--- config.mk ---
export PLATFORM = sky130hd
export DESIGN_NAME = ffs_supervisor
export DESIGN_NICKNAME = d
export VERILOG_FILES = /design/src/core/ffs_pkg.sv /design/src/core/ffs_sync.sv /design/src/core/ffs_dither.sv /design/src/core/ffs_supervisor.sv
export SDC_FILE = /design/constraint.sdc
export NUM_CORES = 1
export LEC_CHECK = 0
export ABC_AREA = 1
export BUFFER_PORTS_ARGS = -buffer_cell sky130_fd_sc_hd__clkbuf_2
export CORE_ASPECT_RATIO = 1.25
export CORE_MARGIN = 3
export CORE_UTILIZATION = 55
export DETAILED_ROUTE_END_ITERATION = 8
export PLACE_DENSITY = 0.76
export REMOVE_ABC_BUFFERS = 1
export SLEW_MARGIN = 10
export SYNTH_ARGS = -nofsm -noshare
export SYNTH_HDL_FRONTEND = slang
export SYNTH_SLANG_ARGS = --single-unit
--- constraint.sdc ---
create_clock -name mclk -period 7.2 [get_ports mclk]
set_input_delay 0.72 -clock mclk [delete_from_list [all_inputs] [get_ports mclk]]
set_output_delay 0.72 -clock mclk [all_outputs]
set_load 0.005 [all_outputs]
--- src/core/ffs_pkg.sv ---
// Constants, types and timing of the flyback mode and fault supervisor.
// Assumes a 10 MHz mclk; every analog indication arrives asynchronously.
//
// What this block does
// - Sample output voltage when secondary current ends
// - Pick regime from control level: QR/PFM/fixed/deep
// - Feedback below CV reference enters CC mode
// - Hold primary peak current at switch-off
// - Output current from conduction time times peak
// - Dither switching period around its nominal value
// - Current comparator ignored during turn-on blanking
// - Over-current accepted from blanking end to demag end
// - Three over-current cycles force shutdown and restart
// - Line thresholds sampled only while switch on
// - Line run needed within first three cycles
// - Brown-out after three cycles below stop
// - Three over-voltage samples: fault, shutdown, restart
// - Under-voltage longer than limit: fault and restart
// - Supply over-voltage beyond 110us: fault, shutdown
// - Shutdown faults stop gate, force lockout reset
// - Thermal trip disables the controller
// - Re-enable only after cooling past hysteresis
// - Latched thermal fault cleared at latch release
// - New power-up at turn-on if fault-free
// - First three cycles use minimum peak current
// - Under-voltage check blanked 95 ms after start

package ffs_pkg;

    // ************************************************************
    // Clock and times
    // ************************************************************
    localparam int CLK_PERIOD_NS = 100;
    localparam int LEB_NS        = 320;
    localparam int LEB_CYC       = (LEB_NS + CLK_PERIOD_NS - 1) / CLK_PERIOD_NS;
    localparam int VDD_OVP_US    = 110;
    localparam int VDD_OVP_CYC   = VDD_OVP_US * 1000 / CLK_PERIOD_NS;
    localparam int UVP_TIME_US   = 300;
    localparam int UVP_TIME_CYC  = UVP_TIME_US * 1000 / CLK_PERIOD_NS;
    localparam int UVP_BLANK_MS  = 95;
    localparam int UVP_BLANK_CYC = UVP_BLANK_MS * 1000000 / CLK_PERIOD_NS;
    localparam int FIXED_FREQ_HZ = 25000;
    localparam int FIXED_PERIOD_CYC = 1000000000 / (FIXED_FREQ_HZ * CLK_PERIOD_NS);
    localparam int MAX_FREQ_HZ   = 84500;
    localparam int MIN_PERIOD_CYC = (1000000000 + MAX_FREQ_HZ * CLK_PERIOD_NS - 1) / (MAX_FREQ_HZ * CLK_PERIOD_NS);
    localparam int MIN_FREQ_HZ   = 390;
    localparam int DEEP_PERIOD_CYC = 1000000000 / (MIN_FREQ_HZ * CLK_PERIOD_NS);

    // ************************************************************
    // Widths and counts
    // ************************************************************
    localparam int TMR_W    = 20;
    localparam int VAL_W    = 8;
    localparam int TONS_W   = 8;
    localparam int EST_W    = 16;
    localparam int CNT_W    = 2;
    localparam int LEB_W    = 3;
    localparam int VOVP_W   = 11;
    localparam int UVP_W    = 12;
    localparam int DITHER_W = 4;
    localparam int DITHER_SHIFT = 7;
    localparam int PFM_SHIFT    = 2;
    localparam int NUM_CMP  = 15;
    localparam int SYNC_W   = NUM_CMP + 2 * VAL_W;

    localparam logic [CNT_W-1:0]    DEBOUNCE_LAST = 2'h2;
    localparam logic [CNT_W-1:0]    PROBE_N       = 2'h3;
    localparam logic [LEB_W-1:0]    LEB_LAST      = LEB_W'(LEB_CYC);
    localparam logic [VOVP_W-1:0]   VOVP_LAST     = VOVP_W'(VDD_OVP_CYC);
    localparam logic [UVP_W-1:0]    UVP_LAST      = UVP_W'(UVP_TIME_CYC);

    // ************************************************************
    // Control-level thresholds of the regimes
    // ************************************************************
    localparam logic [VAL_W-1:0] COMP_QR_MIN  = 8'hC0;
    localparam logic [VAL_W-1:0] COMP_PFM_MIN = 8'h60;
    localparam logic [VAL_W-1:0] COMP_FIX_MIN = 8'h20;

    typedef enum logic [1:0] {
        RG_QR,
        RG_PFM,
        RG_FIXED,
        RG_DEEP
    } ffs_regime_t;

    typedef enum logic [2:0] {
        ST_WAIT_ON,
        ST_GATE_ON,
        ST_DEMAG,
        ST_OFF_WAIT,
        ST_RESTART_DROP,
        ST_RESTART_RISE,
        ST_THERMAL
    } ffs_state_t;

endpackage

--- src/core/ffs_sync.sv ---
// Two-stage synchroniser for the analog indications.
// Assumes inputs are asynchronous to mclk.

module ffs_sync #(
    parameter int W = 1
) (
    input  wire logic         mclk,
    input  wire logic         rst_b,
    input  wire logic [W-1:0] din,
    output logic      [W-1:0] dout
);
    import ffs_pkg::*;

    typedef struct packed {
        logic [W-1:0] s1;
        logic [W-1:0] s2;
    } ffs_sync_t;

    ffs_sync_t q;
    ffs_sync_t d;

    // ************************************************************
    // Stages
    // ************************************************************
    always_comb begin
        d    = q;
        d.s1 = din;
        d.s2 = q.s1;
    end

    always_ff @(posedge mclk or negedge rst_b) begin
        if (!rst_b) begin
            q <= '0;
        end else begin
            q <= d;
        end
    end

    assign dout = q.s2;

endmodule

--- src/core/ffs_dither.sv ---
// Triangular period dither, one step per switching cycle.
// Assumes step is a one-cycle pulse on mclk.

module ffs_dither (
    input  wire logic                           mclk,
    input  wire logic                           rst_b,
    input  wire logic                           step,
    output logic signed [ffs_pkg::DITHER_W-1:0] offset
);
    import ffs_pkg::*;

    typedef struct packed {
        logic                up;
        logic [DITHER_W-1:0] cnt;
    } ffs_dither_t;

    ffs_dither_t q;
    ffs_dither_t d;

    // ************************************************************
    // Up and down sweep
    // ************************************************************
    always_comb begin
        d = q;
        if (step) begin
            if (q.up) begin
                d.cnt = q.cnt + 4'h1;
                if (q.cnt == 4'hE) begin
                    d.up = 1'b0;
                end
            end else begin
                d.cnt = q.cnt - 4'h1;
                if (q.cnt == 4'h1) begin
                    d.up = 1'b1;
                end
            end
        end
    end

    always_ff @(posedge mclk or negedge rst_b) begin
        if (!rst_b) begin
            q <= '{up: 1'b1, cnt: 4'h8};
        end else begin
            q <= d;
        end
    end

    // Offset bias flip maps 0..15 onto -8..7
    assign offset = $signed(q.cnt ^ 4'h8);

endmodule

--- src/core/ffs_supervisor.sv ---
// Mode control and fault supervision of a quasi-resonant flyback switch.
// Assumes comparator and sampled inputs from the analog front end,
// all asynchronous; rst_b follows supply lockout release.

module ffs_supervisor #(
    parameter int unsigned UVP_BLANK_CYC   = ffs_pkg::UVP_BLANK_CYC,
    parameter int unsigned DEEP_PERIOD_CYC = ffs_pkg::DEEP_PERIOD_CYC
) (
    input  wire logic                          mclk,
    input  wire logic                          rst_b,
    input  wire logic                          supply_on_cmp,
    input  wire logic                          supply_off_cmp,
    input  wire logic                          latch_release_cmp,
    input  wire logic                          supply_ovp_cmp,
    input  wire logic                          thermal_hot_cmp,
    input  wire logic                          thermal_cool_cmp,
    input  wire logic                          cs_limit_cmp,
    input  wire logic                          overcurrent_cmp,
    input  wire logic                          demag_done_cmp,
    input  wire logic                          valley_cmp,
    input  wire logic                          line_run_cmp,
    input  wire logic                          line_stop_cmp,
    input  wire logic                          vs_ovp_cmp,
    input  wire logic                          vs_uvp_cmp,
    input  wire logic                          vs_below_cv_cmp,
    input  wire logic [ffs_pkg::VAL_W-1:0]     comp_level,
    input  wire logic [ffs_pkg::VAL_W-1:0]     cs_peak_value,
    output logic                               gate_en,
    output logic                               lockout_reset,
    output logic                               min_peak_sel,
    output ffs_pkg::ffs_regime_t               regime,
    output logic                               cc_mode,
    output logic                               vout_sample_strobe,
    output logic      [ffs_pkg::VAL_W-1:0]     peak_hold,
    output logic      [ffs_pkg::EST_W-1:0]     iout_est,
    output logic                               fault_overcurrent,
    output logic                               fault_line,
    output logic                               fault_out_ovp,
    output logic                               fault_out_uvp,
    output logic                               fault_supply_ovp,
    output logic                               fault_thermal
);
    import ffs_pkg::*;

    typedef struct packed {
        ffs_state_t          st;
        logic                gate;
        logic                lock_rst;
        logic                cs_min;
        ffs_regime_t         regime;
        logic                cc;
        logic                vstrobe;
        logic [VAL_W-1:0]    peak;
        logic [EST_W-1:0]    iest;
        logic [TONS_W-1:0]   tons;
        logic [TMR_W-1:0]    tmr;
        logic [LEB_W-1:0]    turn_on_blanking;
        logic                leb_done;
        logic                ocp_seen;
        logic                line_ok;
        logic                line_low;
        logic                run_ok;
        logic                uvp_low;
        logic [CNT_W-1:0]    probe_n;
        logic [CNT_W-1:0]    ocp_n;
        logic [CNT_W-1:0]    ovp_n;
        logic [CNT_W-1:0]    stop_n;
        logic [VOVP_W-1:0]   vovp_t;
        logic [UVP_W-1:0]    uvp_t;
        logic [TMR_W-1:0]    blank_t;
        logic                f_ocp;
        logic                f_line;
        logic                f_ovp;
        logic                f_uvp;
        logic                f_vovp;
        logic                f_otp;
    } ffs_core_t;

    ffs_core_t                   q;
    ffs_core_t                   d;
    logic [SYNC_W-1:0]           syn;
    logic                        s_on;
    logic                        s_off;
    logic                        s_rel;
    logic                        s_vovp;
    logic                        s_hot;
    logic                        s_cool;
    logic                        s_cslim;
    logic                        s_ocp;
    logic                        s_demag;
    logic                        s_valley;
    logic                        s_run;
    logic                        s_stop;
    logic                        s_ovp;
    logic                        s_uvp;
    logic                        s_below;
    logic [VAL_W-1:0]            comp_s;
    logic [VAL_W-1:0]            pk_s;
    logic signed [DITHER_W-1:0]  dofs;
    logic                        begin_cycle;
    logic                        start;
    logic                        trip;
    logic                        running;
    logic [TMR_W-1:0]            period;

    // ************************************************************
    // Input synchronisers and dither
    // ************************************************************
    ffs_sync #(
        .W (SYNC_W)
    ) u_sync (
        .mclk (mclk),
        .rst_b(rst_b),
        .din  ({cs_peak_value, comp_level, vs_below_cv_cmp, vs_uvp_cmp, vs_ovp_cmp,
                line_stop_cmp, line_run_cmp, valley_cmp, demag_done_cmp, overcurrent_cmp,
                cs_limit_cmp, thermal_cool_cmp, thermal_hot_cmp, supply_ovp_cmp,
                latch_release_cmp, supply_off_cmp, supply_on_cmp}),
        .dout (syn)
    );

    assign {pk_s, comp_s, s_below, s_uvp, s_ovp, s_stop, s_run, s_valley, s_demag, s_ocp,
            s_cslim, s_cool, s_hot, s_vovp, s_rel, s_off, s_on} = syn;

    ffs_dither u_dither (
        .mclk  (mclk),
        .rst_b (rst_b),
        .step  (begin_cycle),
        .offset(dofs)
    );

    // ************************************************************
    // Regime and period decoding
    // ************************************************************
    function automatic ffs_regime_t ffs_regime(input logic [VAL_W-1:0] lvl);
        return (lvl >= COMP_QR_MIN) ? RG_QR : (lvl >= COMP_PFM_MIN) ? RG_PFM :
               (lvl >= COMP_FIX_MIN) ? RG_FIXED : RG_DEEP;
    endfunction

    function automatic logic [TMR_W-1:0] ffs_period(input ffs_regime_t r, input logic [VAL_W-1:0] lvl,
                                                    input logic signed [DITHER_W-1:0] ofs);
        logic [TMR_W-1:0]        base;
        logic signed [TMR_W+4:0] adj;
        case (r)
            RG_QR:    base = TMR_W'(MIN_PERIOD_CYC);
            RG_PFM:   base = TMR_W'(MIN_PERIOD_CYC) + TMR_W'({~lvl, {PFM_SHIFT{1'b0}}});
            RG_FIXED: base = TMR_W'(FIXED_PERIOD_CYC);
            default:  base = TMR_W'(DEEP_PERIOD_CYC);
        endcase
        adj = ($signed({5'h00, base}) * $signed({{(TMR_W+1){ofs[DITHER_W-1]}}, ofs})) >>> DITHER_SHIFT;
        return base + adj[TMR_W-1:0];
    endfunction

    assign period  = ffs_period(q.regime, comp_s, dofs);
    assign running = (q.st == ST_GATE_ON) || (q.st == ST_DEMAG) || (q.st == ST_OFF_WAIT);

    // ************************************************************
    // Sequencer
    // ************************************************************
    always_comb begin
        d           = q;
        d.vstrobe   = 1'b0;
        begin_cycle = 1'b0;
        start       = 1'b0;
        trip        = 1'b0;
        case (q.st)
            ST_WAIT_ON: begin
                start = s_on && !s_hot && !s_vovp;
            end
            ST_GATE_ON: begin
                d.tmr     = q.tmr + 1'b1;
                d.line_ok = q.line_ok | s_run;
                d.line_low = s_stop;
                if (!q.leb_done) begin
                    d.turn_on_blanking      = q.turn_on_blanking + 1'b1;
                    d.leb_done = (q.turn_on_blanking + 1'b1) == LEB_LAST;
                end
                if (q.leb_done && s_ocp) begin
                    d.ocp_seen = 1'b1;
                end
                if (q.leb_done && (s_cslim || s_ocp)) begin
                    d.gate = 1'b0;
                    d.peak = pk_s;
                    d.tons = '0;
                    d.st   = ST_DEMAG;
                end
            end
            ST_DEMAG: begin
                d.tmr = q.tmr + 1'b1;
                if (q.tons != '1) begin
                    d.tons = q.tons + 1'b1;
                end
                if (s_ocp) begin
                    d.ocp_seen = 1'b1;
                end
                if (s_demag) begin
                    d.st      = ST_OFF_WAIT;
                    d.vstrobe = 1'b1;
                    d.uvp_low = s_uvp;
                    d.cc      = s_below;
                    d.iest    = EST_W'(q.peak * q.tons);
                    d.regime  = ffs_regime(comp_s);
                    d.ocp_n   = q.ocp_seen ? q.ocp_n + 1'b1 : '0;
                    if (q.ocp_seen && q.ocp_n == DEBOUNCE_LAST) begin
                        d.f_ocp = 1'b1;
                        trip    = 1'b1;
                    end
                    d.ovp_n = s_ovp ? q.ovp_n + 1'b1 : '0;
                    if (s_ovp && q.ovp_n == DEBOUNCE_LAST) begin
                        d.f_ovp = 1'b1;
                        trip    = 1'b1;
                    end
                    if (q.probe_n != PROBE_N) begin
                        d.probe_n = q.probe_n + 1'b1;
                        d.run_ok  = q.run_ok | q.line_ok;
                        if (q.probe_n == DEBOUNCE_LAST && !q.run_ok && !q.line_ok) begin
                            d.f_line = 1'b1;
                            trip     = 1'b1;
                        end
                    end else begin
                        d.stop_n = q.line_low ? q.stop_n + 1'b1 : '0;
                        if (q.line_low && q.stop_n == DEBOUNCE_LAST) begin
                            d.f_line = 1'b1;
                            trip     = 1'b1;
                        end
                    end
                end
            end
            ST_OFF_WAIT: begin
                d.tmr = q.tmr + 1'b1;
                if (q.tmr >= period && (q.regime != RG_QR || s_valley ||
                    q.tmr >= TMR_W'(FIXED_PERIOD_CYC))) begin
                    begin_cycle = 1'b1;
                end
            end
            ST_RESTART_DROP: begin
                if (s_off) begin
                    d.st       = ST_RESTART_RISE;
                    d.lock_rst = 1'b0;
                end
            end
            ST_RESTART_RISE: begin
                start = s_on && !s_hot && !s_vovp;
            end
            ST_THERMAL: begin
                if (s_cool && !s_hot) begin
                    d.st = ST_WAIT_ON;
                end
            end
            default: begin
                d.st = ST_WAIT_ON;
            end
        endcase

        // Timed faults while switching
        if (running) begin
            d.vovp_t = s_vovp ? q.vovp_t + 1'b1 : '0;
            if (s_vovp && q.vovp_t == VOVP_LAST) begin
                d.f_vovp = 1'b1;
                trip     = 1'b1;
            end
            if (q.blank_t != '0) begin
                d.blank_t = q.blank_t - 1'b1;
            end
            d.uvp_t = (q.uvp_low && q.blank_t == '0) ? q.uvp_t + 1'b1 : '0;
            if (q.uvp_low && q.blank_t == '0 && q.uvp_t == UVP_LAST) begin
                d.f_uvp = 1'b1;
                trip    = 1'b1;
            end
        end

        // Fresh power-up
        if (start) begin
            begin_cycle = 1'b1;
            {d.probe_n, d.ocp_n, d.ovp_n, d.stop_n} = '0;
            {d.run_ok, d.uvp_low, d.cc, d.lock_rst} = '0;
            {d.vovp_t, d.uvp_t} = '0;
            d.regime    = RG_QR;
            d.blank_t   = TMR_W'(UVP_BLANK_CYC);
            {d.f_ocp, d.f_line, d.f_ovp, d.f_uvp, d.f_vovp} = '0;
        end
        if (begin_cycle) begin
            d.st       = ST_GATE_ON;
            d.gate     = 1'b1;
            d.tmr      = '0;
            {d.turn_on_blanking, d.leb_done, d.ocp_seen, d.line_ok} = '0;
        end
        if (trip) begin
            d.st       = ST_RESTART_DROP;
            d.gate     = 1'b0;
            d.lock_rst = 1'b1;
        end

        // Thermal disable and latch
        if (s_rel) begin
            d.f_otp = 1'b0;
        end
        if (s_hot) begin
            d.f_otp = 1'b1;
            if (q.st != ST_THERMAL) begin
                d.st   = ST_THERMAL;
                d.gate = 1'b0;
            end
        end
        d.cs_min = d.probe_n != PROBE_N;
    end

    always_ff @(posedge mclk or negedge rst_b) begin
        if (!rst_b) begin
            q        <= '0;
            q.cs_min <= 1'b1;
        end else begin
            q <= d;
        end
    end

    // ************************************************************
    // Outputs
    // ************************************************************
    assign gate_en            = q.gate;
    assign lockout_reset      = q.lock_rst;
    assign min_peak_sel       = q.cs_min;
    assign regime             = q.regime;
    assign cc_mode            = q.cc;
    assign vout_sample_strobe = q.vstrobe;
    assign peak_hold          = q.peak;
    assign iout_est           = q.iest;
    assign fault_overcurrent  = q.f_ocp;
    assign fault_line         = q.f_line;
    assign fault_out_ovp      = q.f_ovp;
    assign fault_out_uvp      = q.f_uvp;
    assign fault_supply_ovp   = q.f_vovp;
    assign fault_thermal      = q.f_otp;

endmodule

==> impl_metrics.json, run 1 <==
{
  "status": "finished, final reports clean",
  "antenna_found_initial": 0,
  "fp.dieH_um": 182,
  "finalSetupTns_ns": 0,
  "vias_per_cell": 5.38,
  "core_um2": 24000,
  "cts_htree_levels": 4,
  "synth_area_um2": 13600,
  "clockBufferDepth": 2,
  "clock_latency_ns": 0.43,
  "timing.fmax_mhz": 146,
  "synth_flop_cell": "dfrtp_1",
  "rows": 63,
  "critical_path_buf_inv_count": 3,
  "cpMostUsedCell": "nand2_1",
  "antennaDiodeCount": 0,
  "ys_types": 57,
  "worstHoldPathCells": 0,
  "grt_usage_pct": 22.6,
  "drv_slew": 0,
  "drc": 0,
  "cts_tree": "built",
  "fillers": 2021,
  "hold_path_end": "u_sync.dout[20]$_DFF_PN0_",
  "yosysWarnings": 0,
  "min_period_over_period_pct": 94.9,
  "drive_above_1_share_pct": 12.1,
  "gp_congestion": 0.928,
  "synthCells": 1609,
  "syn2layout_area_growth_pct": 9.55,
  "setup_viol": 0,
  "port_buffers": 69,
  "setup.worst_path.start_class": "flip-flop",
  "ys_ff_latch": 195,
  "regToRegSetupSlack_ns": 0.37,
  "synth_area_leaders": "dfrtp_1 35%, ha_1 12%, nand2_1 9.1%",
  "slowest_stage": "fa_1",
  "synth_area_per_cell_um2": 8.43,
  "grt_pass1_vias": 10804,
  "ir_drop_mv": 0.372,
  "grt_max_degree": 110,
  "powerDensity_nw_per_um2": 363,
  "wire_per_inst_um": 14.9,
  "reg2reg_to": "q[65]$_DFFE_PN0P_",
  "endpoint_kind": "flip-flop",
  "crit_family": "adder cells",
  "cpPeakStageDelay_ns": 0.49,
  "overflow": 0,
  "cts-buffers-inserted": 17,
  "tightest_slew_ns": 1.04,
  "synth.top_cell.area_share_pct": 35.4,
  "clock-sinks": 195,
  "drtIter0Drc": 788,
  "async_flop_share_pct": 100,
  "final_hold_viol_count": 0,
  "p_leak_nw": 7.92,
  "num_vias": 10699,
  "io_pins": 70,
  "start_util_pct": 56.6,
  "rr_startpoint": "u_sync.dout[15]$_DFF_PN0_",
  "cap_viol_max_count": 0,
  "crit_arrival_ns": 7.18,
  "hold_buffers": 0,
  "critPathRequiredTime_ns": 7.55,
  "place_hpwl_um": 21800,
  "grt_pass1_wl_um": 49900,
  "slew-limit-headroom_pct": 30.4,
  "synth-edff-count": 0,
  "min_period_ns": 6.83,
  "clock-root-buffer": "clkbuf_16",
  "hold_start": "u_sync.d[20]$_DFF_PN0_",
  "cts.clk_slew.worst_paths_ns": 0.07,
  "path_class": "reg2reg",
  "final_antenna_net_count": 0,
  "die-area_um2": 26600,
  "first_pass_iters": 5,
  "critPathMaxFanout": 7,
  "cp_num_cells": 34,
  "r2r_cells": 34,
  "worst_hold_path_type": "reg2reg",
  "fin_skew_ns": 0.0159,
  "die_w_um": 146,
  "power.total_mw": 5.39,
  "seq_area_frac_synth_pct": 36.0,
  "wl_um": 29600,
  "netlist.top_cell.by_area": "dfrtp_1",
  "fin_nets": 1868
}
[routing by layer]
metal	GRT usage, %	share of wire [%]
met3	3.39	4.2
met2	39.9	51
met1	28.3	42
met5	0	0
met4	7.68	2.6
[Yosys cell counts, types with 7 or more instances]
master    count
nand2_1     330
inv_1       239
dfrtp_1     192
ha_1        126
nor2_1      126
o21ai_0      91
a21oi_1      81
nand3_1      68
fa_1         57
xor2_1       44
nor3_1       30
buf_4        28
clkbuf_1     23
nand4_1      22
xnor2_1      16
nor4_1       12
inv_2         9
buf_2         8
a31oi_1       7
nand2_2       7
nor2_4        7
[metrics by stage]
step	area (µm²)	instances	util (%)	setup WS (ns)	hold WS, ns
6_report	14900	1990	62.0	0.369	0.351
5_1_grt	14900	1990	62.0	-0.0714	0.359
4_1_cts	14600	1980	61.0	0.0285	0.352
3_5_place_dp	14000	1948	58.5	0.0507	0.335
3_3_place_gp	14000	1948	58.5	0.370	0.332
2_1_floorplan	13200	1546	-	0.782	0.331
[layout make-up]
class / instances / area (µm²) / area share [%]
Timing Repair Buffer: 87 / 514 / 3.46
Clock inverter: 13 / 164 / 1.10
Sequential cell: 195 / 4880 / 32.9
Multi-Input combinational cell: 1101 / 7510 / 50.6
Clock buffer: 19 / 433 / 2.91
Inverter: 250 / 945 / 6.36
Tap cell: 325 / 407 / 2.74
[placed cells by master (no fill, tap or decap), types with 10 or more instances in the layout]
cell       instances
nand2_1          328
inv_1            237
dfrtp_1          192
ha_1             122
nor2_1           121
o21ai_0           86
a21oi_1           77
clkbuf_2          68
nand3_1           67
fa_1              57
xor2_1            44
nor3_1            28
nand4_1           22
clkbuf_16         17
xnor2_1           16
buf_4             16
nor4_1            12
inv_2             10
[where the power goes]
group | internal (mW) | switching [mW] | leakage, nW
logic | 1.08 | 1.77 | 5.18
clock network | 0.498 | 0.472 | 0.287
registers | 1.30 | 0.269 | 2.46
total | 2.88 | 2.51 | 7.92
[cell families (layout without fill, tap and decap cells)]
group,count (synthesis),in the layout,share of synthesized area [%]
AND/OR/NAND/NOR,632,632,21.0
buffers and inverters,313,369,9.70
AO/OA/AOI/OAI,225,225,9.32
flip-flops,195,195,36.0
adder cells (fa/ha/maj),183,183,20.0
XOR/XNOR,60,60,3.87
other,1,1,0.0277
[state kept, by name (all words and copies together) (netlist names), 2 cells and up]
signal           cells
u_sync.d            31
regime               2
u_sync.dout         31
u_dither.offset      3
u_dither.q           2
q                   91
iout_est            16
peak_hold            8
[what timing repair did]
action / in CTS / in global routing
pin swaps: 0 / 7
setup buffers: 0 / 10
gates resized for setup: 1 / 35
setup endpoints to repair: 1 / 35
[how the worst max path moves through the flow]
| stage | endpoint | from | slack [ns] |
|---|---|---|---|
| global route | q[76]$_DFFE_PN0P_ | regime[1]$_DFFE_PN0P_ | -0.07 |
| finish | q[65]$_DFFE_PN0P_ | u_sync.dout[15]$_DFF_PN0_ | 0.37 |
| detailed placement | q[65]$_DFFE_PN0P_ | u_sync.dout[15]$_DFF_PN0_ | 0.05 |
| floorplan | u_dither.q[4]$_DFFE_PN1N_ | u_sync.dout[15]$_DFF_PN0_ | 0.78 |
| CTS | u_dither.q[4]$_DFFE_PN1N_ | u_sync.dout[15]$_DFF_PN0_ | 0.03 |
| global placement | u_dither.q[4]$_DFFE_PN1N_ | u_sync.dout[15]$_DFF_PN0_ | 0.37 |
(Power assumes the default switching activity.)
==> run 2: changes to the inputs <==
--- a/config.mk
+++ b/config.mk
@@ -7,10 +7,13 @@
 export LEC_CHECK = 0
 export ABC_AREA = 1
 export BUFFER_PORTS_ARGS = -buffer_cell sky130_fd_sc_hd__clkbuf_2
+export CAP_MARGIN = 20
 export CORE_ASPECT_RATIO = 1.25
 export CORE_MARGIN = 3
 export CORE_UTILIZATION = 55
+export CTS_CLUSTER_SIZE = 25
 export DETAILED_ROUTE_END_ITERATION = 8
+export MAX_ROUTING_LAYER = met4
 export PLACE_DENSITY = 0.76
 export REMOVE_ABC_BUFFERS = 1
 export SLEW_MARGIN = 10
==> run 2 against run 1 <==
Compared with the run above:
- power down 0.83%
- final cell count about the same
- cell area down 0.23%
- maximum frequency down 0.59%
- wire length down 1.5%
- critical path type unchanged
- sequential cell count unchanged
- first-iteration DRC count down 5.8%
- core utilization down 0.14 points
- sequential power about the same
- worst setup slack worse by 0.041 ns
==> impl_metrics.json, run 2 (synthesized netlist as in run 1, its figures left out) <==
{
  "status": "finished, final reports clean",
  "cpPeakStageDelay_ns": 0.49,
  "drc": 0,
  "grt_pass1_wl_um": 49300,
  "vias_per_cell": 5.39,
  "p_leak_nw": 7.89,
  "endpoint_kind": "flip-flop",
  "clock_latency_ns": 0.45,
  "final_area_um2": 14800,
  "cts.clk_slew.worst_paths_ns": 0.07,
  "first_pass_iters": 7,
  "cts-buffers-inserted": 17,
  "timing.fmax_mhz": 146,
  "slowest_stage": "fa_1",
  "final_hold_viol_count": 0,
  "clock-root-buffer": "clkbuf_16",
  "cts_tree": "built",
  "path_class": "reg2reg",
  "crit_path_start": "u_sync.dout[15]$_DFF_PN0_",
  "tightest_slew_ns": 0.863,
  "slew-limit-headroom_pct": 42.5,
  "rows": 63,
  "die_w_um": 146,
  "fin_ws_ns": 0.329,
  "worst_hold_path_type": "in2async",
  "core_um2": 24000,
  "ir_drop_mv": 0.297,
  "fin_nets": 1869,
  "mostFrequentLayoutCell": "nand2_1",
  "min_period_over_period_pct": 95.4,
  "hold_buffers": 0,
  "grt_usage_pct": 22.9,
  "reg2reg_to": "q[63]$_DFFE_PN0P_",
  "clock-sinks": 195,
  "die-area_um2": 26600,
  "final_antenna_net_count": 0,
  "place_hpwl_um": 21700,
  "rr_startpoint": "u_sync.dout[15]$_DFF_PN0_",
  "regToRegSetupSlack_ns": 0.33,
  "dpl_cell_area_um2": 14000,
  "io_pins": 70,
  "route.met2.wl_um": 15200,
  "gp_congestion": 0.931,
  "num_vias": 10740,
  "min_period_ns": 6.87,
  "overflow": 0,
  "setup_viol": 0,
  "place_ws_ns": 0.0843,
  "wl_um": 29100,
  "antenna_found_initial": 0,
  "syn2layout_area_growth_pct": 9.30,
  "drv_slew": 0,
  "antennaDiodeCount": 0,
  "endpoint": "q[63]$_DFFE_PN0P_",
  "wire_per_inst_um": 14.6,
  "port_buffers": 69,
  "powerDensity_nw_per_um2": 361,
  "drtIter0Drc": 742,
  "crit_arrival_ns": 7.22,
  "grt_max_degree": 110,
  "critPathMaxFanout": 8,
  "start_util_pct": 56.6,
  "fp.dieH_um": 182,
  "largest_reg_flops": 91,
  "layout_common_cells": "329 x nand2_1, 236 x inv_1, 192 x dfrtp_1, 122 x nor2_1, 121 x ha_1",
  "r2r_cells": 34,
  "setup.worst_path.start_class": "flip-flop",
  "critPathRequiredTime_ns": 7.55,
  "top_layer": "met4",
  "cap_viol_max_count": 0,
  "clockBufferDepth": 2,
  "wl_met3_um": 1370,
  "top_register": "q",
  "grt_pass1_vias": 10682,
  "drive_above_1_share_pct": 11.8,
  "fin_skew_ns": 0.0234,
  "cts_htree_levels": 4,
  "wl_met1_um": 12100
}
## run 2: final cells by class
type                            count  area [µm²]
Clock buffer                       20         447
Tap cell                          325         407
Clock inverter                     12         124
Timing Repair Buffer               88         529
Inverter                          250         941
Fill cell                        2075        9140
Multi-Input combinational cell   1101        7490
Sequential cell                   195        4880
## run 2: worst min-delay path by stage
stage	startpoint	to	slack, ns	cells past startpoint
global placement	u_sync.d[27]$_DFF_PN0_	u_sync.dout[27]$_DFF_PN0_	0.33	0
detailed placement	u_sync.d[20]$_DFF_PN0_	u_sync.dout[20]$_DFF_PN0_	0.33	0
global route	u_sync.d[0]$_DFF_PN0_	u_sync.dout[0]$_DFF_PN0_	0.36	0
floorplan	u_sync.d[0]$_DFF_PN0_	u_sync.dout[0]$_DFF_PN0_	0.33	0
finish	rst_b	u_sync.d[18]$_DFF_PN0_	0.34	1
CTS	u_sync.d[20]$_DFF_PN0_	u_sync.dout[20]$_DFF_PN0_	0.35	0
## run 2: power breakdown
group          internal [mW]  total, mW  switching [mW]
clock network          0.493      0.926           0.432
logic                   1.09       2.85            1.76
registers               1.30       1.57           0.266
total                   2.89       5.35            2.46
## run 2: repair_timing
action	CTS	global route
resized for setup	0	28
buffers inserted	0	10
endpoints found under the setup margin	0	35
endpoints found under the hold margin	0	0
## run 2: worst max-delay path: cells and delay by family (launching register included)
kind / cells / cell delay, ns
xor+xnor: 1 / 0.10
flops: 1 / 0.38
compound gates: 13 / 2.27
buf+inv: 3 / 0.39
fa+ha+maj: 7 / 2.47
simple gates: 10 / 1.17
## run 2: layer usage
metal,GRT usage [%],vias to the layer above
li1,-,5228
met5,-,-
met4,5.99,0
met3,3.17,42
met1,28.3,5201
met2,39.9,269
## run 2: per-stage QoR
stage               utilization, %  hold slack (ns)  TNS [ns]  total power [mW]  std cells
floorplan                        -            0.331         0              3.51       1546
global placement              58.5            0.332         0              4.15       1948
detailed placement            58.5            0.335         0              4.26       1948
CTS                           60.9            0.350         0              5.23       1980
global route                  61.9            0.357    -0.480              5.86       1991
finish                        61.9            0.340         0              5.35       1991
==> run 3: changes to the inputs <==
--- a/config.mk
+++ b/config.mk
@@ -10,11 +10,11 @@
 export CAP_MARGIN = 20
 export CORE_ASPECT_RATIO = 1.25
 export CORE_MARGIN = 3
-export CORE_UTILIZATION = 55
+export CORE_UTILIZATION = 63
 export CTS_CLUSTER_SIZE = 25
 export DETAILED_ROUTE_END_ITERATION = 8
 export MAX_ROUTING_LAYER = met4
-export PLACE_DENSITY = 0.76
+export PLACE_DENSITY = 0.85
 export REMOVE_ABC_BUFFERS = 1
 export SLEW_MARGIN = 10
 export SYNTH_ARGS = -nofsm -noshare
==> constraint.sdc (replaced) <==
create_clock -name mclk -period 7.35 [get_ports mclk]
set_input_delay 0.735 -clock mclk [delete_from_list [all_inputs] [get_ports mclk]]
set_output_delay 0.735 -clock mclk [all_outputs]
set_load 0.005 [all_outputs]
==> run 3 against run 2 <==
Compared with the run above:
- count of clock-buffer cells in the layout decreased by 1
- combinational power down 4%
- critical path depth grew 7
- via count up 3.1%
- worst setup slack improved by 0.074 ns
- wire length grew 4.4%
- maximum frequency down 1.1%
- cell area down 0.51%
- clock power grew 4.9%
- sequential cell count stayed put
==> impl_metrics.json, run 3 (synthesized netlist as in run 1, its figures left out) <==
{
  "fin_nets": 1867,
  "drc": 0,
  "slowest_stage": "fa_1",
  "fp.dieH_um": 170,
  "core_um2": 21000,
  "antennaDiodeCount": 0,
  "powerDensity_nw_per_um2": 356,
  "die_w_um": 137,
  "regArea_um2": 4880,
  "largest_reg_flops": 91,
  "endpoint_kind": "flip-flop",
  "overflow": 0,
  "antenna_found_initial": 0,
  "num_vias": 11078,
  "start_util_pct": 64.7,
  "cpMostUsedCell": "nand2_1",
  "io_pins": 70,
  "crit_arrival_ns": 7.29,
  "gp_congestion": 0.936,
  "clock_latency_ns": 0.44,
  "wire_per_inst_um": 15.7,
  "path_class": "reg2reg",
  "intPower_mw": 2.81,
  "worst_hold_path_type": "reg2reg",
  "final_area_um2": 14700,
  "slew-limit-headroom_pct": 33.5,
  "drv_slew": 0,
  "top_register": "q",
  "port_buffers": 69,
  "seqPwrFrac_pct": 29.4,
  "final_util_pct": 70.3,
  "final_antenna_net_count": 0,
  "crit_family": "simple AND/OR/NAND/NOR gates",
  "timing.fmax_mhz": 144,
  "cts-buffers-inserted": 17,
  "p_sw_share_pct": 46.6,
  "use_met1_pct": 32.2,
  "min_period_ns": 6.95,
  "gr-max-usage-layer": "met2",
  "critPathRequiredTime_ns": 7.69,
  "drive_above_1_share_pct": 11.7,
  "critPathMaxFanout": 9,
  "setup.worst_path.start_class": "flip-flop",
  "clockBufferDepth": 2,
  "wl_um": 30400,
  "cpPeakStageDelay_ns": 0.50,
  "place_hpwl_um": 21500,
  "status": "finished, final reports clean",
  "syn2layout_area_growth_pct": 8.75,
  "rows": 59,
  "critical_path_buf_inv_count": 7,
  "grt_pass1_vias": 10938,
  "die-area_um2": 23300,
  "p_leak_nw": 7.94,
  "clock-root-buffer": "clkbuf_16",
  "setup_viol": 0,
  "fillers": 1492,
  "met3_usage_pct": 3.99,
  "mostFrequentLayoutCell": "nand2_1",
  "grt_max_degree": 120,
  "vias_per_cell": 5.72,
  "cap_viol_max_count": 0,
  "multi_input_area_um2": 7480,
  "switchingPower_mw": 2.45,
  "grt_usage_pct": 27.1,
  "drtIter0Drc": 911,
  "min_period_over_period_pct": 94.5,
  "fin_skew_ns": 0.0108,
  "cts_htree_levels": 4,
  "tightest_slew_ns": 0.997,
  "layout_common_cells": "327 x nand2_1, 237 x inv_1, 191 x dfrtp_1, 125 x ha_1, 121 x nor2_1",
  "cts_tree": "built",
  "grt_pass1_wl_um": 49700,
  "dpl_cell_area_um2": 13900,
  "ir_drop_mv": 0.250,
  "pwr-share-comb_pct": 52.1,
  "clock-sinks": 195,
  "cts.clk_slew.worst_paths_ns": 0.08,
  "first_pass_iters": 7,
  "final_hold_viol_count": 0,
  "p_clk_share_pct": 18.5,
  "met2_usage_pct": 46.6
}
-- run 3: cell count changes in the layout (fill, tap and decap cells not counted), sizes merged --
cell,change
clkinvlp,-5
clkinv,+3
buf,-3
nand2,+1
clkbuf,-1
inv,+3
-- run 3: cell type report --
type / instances / share of cell area [%]
sequential: 195 / 33.1
multi-input combinational: 1102 / 50.7
clock buffer: 19 / 3.00
timing repair buffer: 85 / 3.22
tap: 274 / 2.32
inverter: 250 / 6.41
clock inverter: 13 / 1.20
-- run 3: repair_timing --
| item | in CTS | in global routing |
|---|---|---|
| pin swaps | 0 | 9 |
| buffers inserted | 0 | 11 |
| hold buffers | 0 | 0 |
| cloned | 0 | 1 |
| gates resized for setup | 3 | 27 |
| setup endpoints to repair | 9 | 35 |
-- run 3: metrics by stage --
stage	power, mW	worst slack, ns	std cells	hold WS, ns	TNS (ns)
2_1_floorplan	3.44	0.932	1546	0.331	0
3_3_place_gp	4.03	0.236	1894	0.332	0
3_5_place_dp	4.15	-0.0996	1894	0.335	-0.248
4_1_cts	5.16	0.00907	1926	0.351	0
5_1_grt	5.74	-0.0690	1938	0.358	-0.415
6_report	5.26	0.403	1938	0.349	0
-- run 3: path summary, 6_finish.rpt --
kind | start | endpoint | slack [ns] | cells past startpoint
setup / recovery | regime[0]$_DFFE_PN0P_ | q[72]$_DFFE_PN0P_ | 0.40 | 41
hold / removal | u_sync.d[9]$_DFF_PN0_ | u_sync.dout[9]$_DFF_PN0_ | 0.35 | 0
setup reg to reg | regime[0]$_DFFE_PN0P_ | q[72]$_DFFE_PN0P_ | 0.40 | 41
hold reg to reg | u_sync.d[9]$_DFF_PN0_ | u_sync.dout[9]$_DFF_PN0_ | 0.35 | 0
max in group asynchronous | rst_b | q[90]$_DFFE_PN0P_ | 5.34 | 2
min in group asynchronous | rst_b | q[85]$_DFFE_PN0P_ | 0.38 | 1
-- run 3: worst register-to-register path, delay by kind of cell, from the launching register on --
kind / cells / cell delay, ns
compound gates: 6 / 0.92
simple gates: 21 / 2.36
xor+xnor: 1 / 0.16
buf+inv: 7 / 0.73
flops: 1 / 0.47
fa+ha+maj: 6 / 2.20
-- run 3: per-layer routing --
layer | up-vias | share of wire, %
met1 | 5278 | 40
met5 | - | 0
met3 | 127 | 5.7
met4 | 0 | 3.6
met2 | 444 | 51
li1 | 5229 | -
-- run 3: power groups by stage --
stage | Clock [mW] | Combinational [mW] | Sequential (mW)
4_1_cts | 0.976 | 2.65 | 1.53
6_report | 0.971 | 2.74 | 1.55
3_5_place_dp | 0 | 2.60 | 1.55
2_1_floorplan | 0 | 1.96 | 1.48
3_3_place_gp | 0 | 2.50 | 1.53
5_1_grt | 1.02 | 3.15 | 1.57
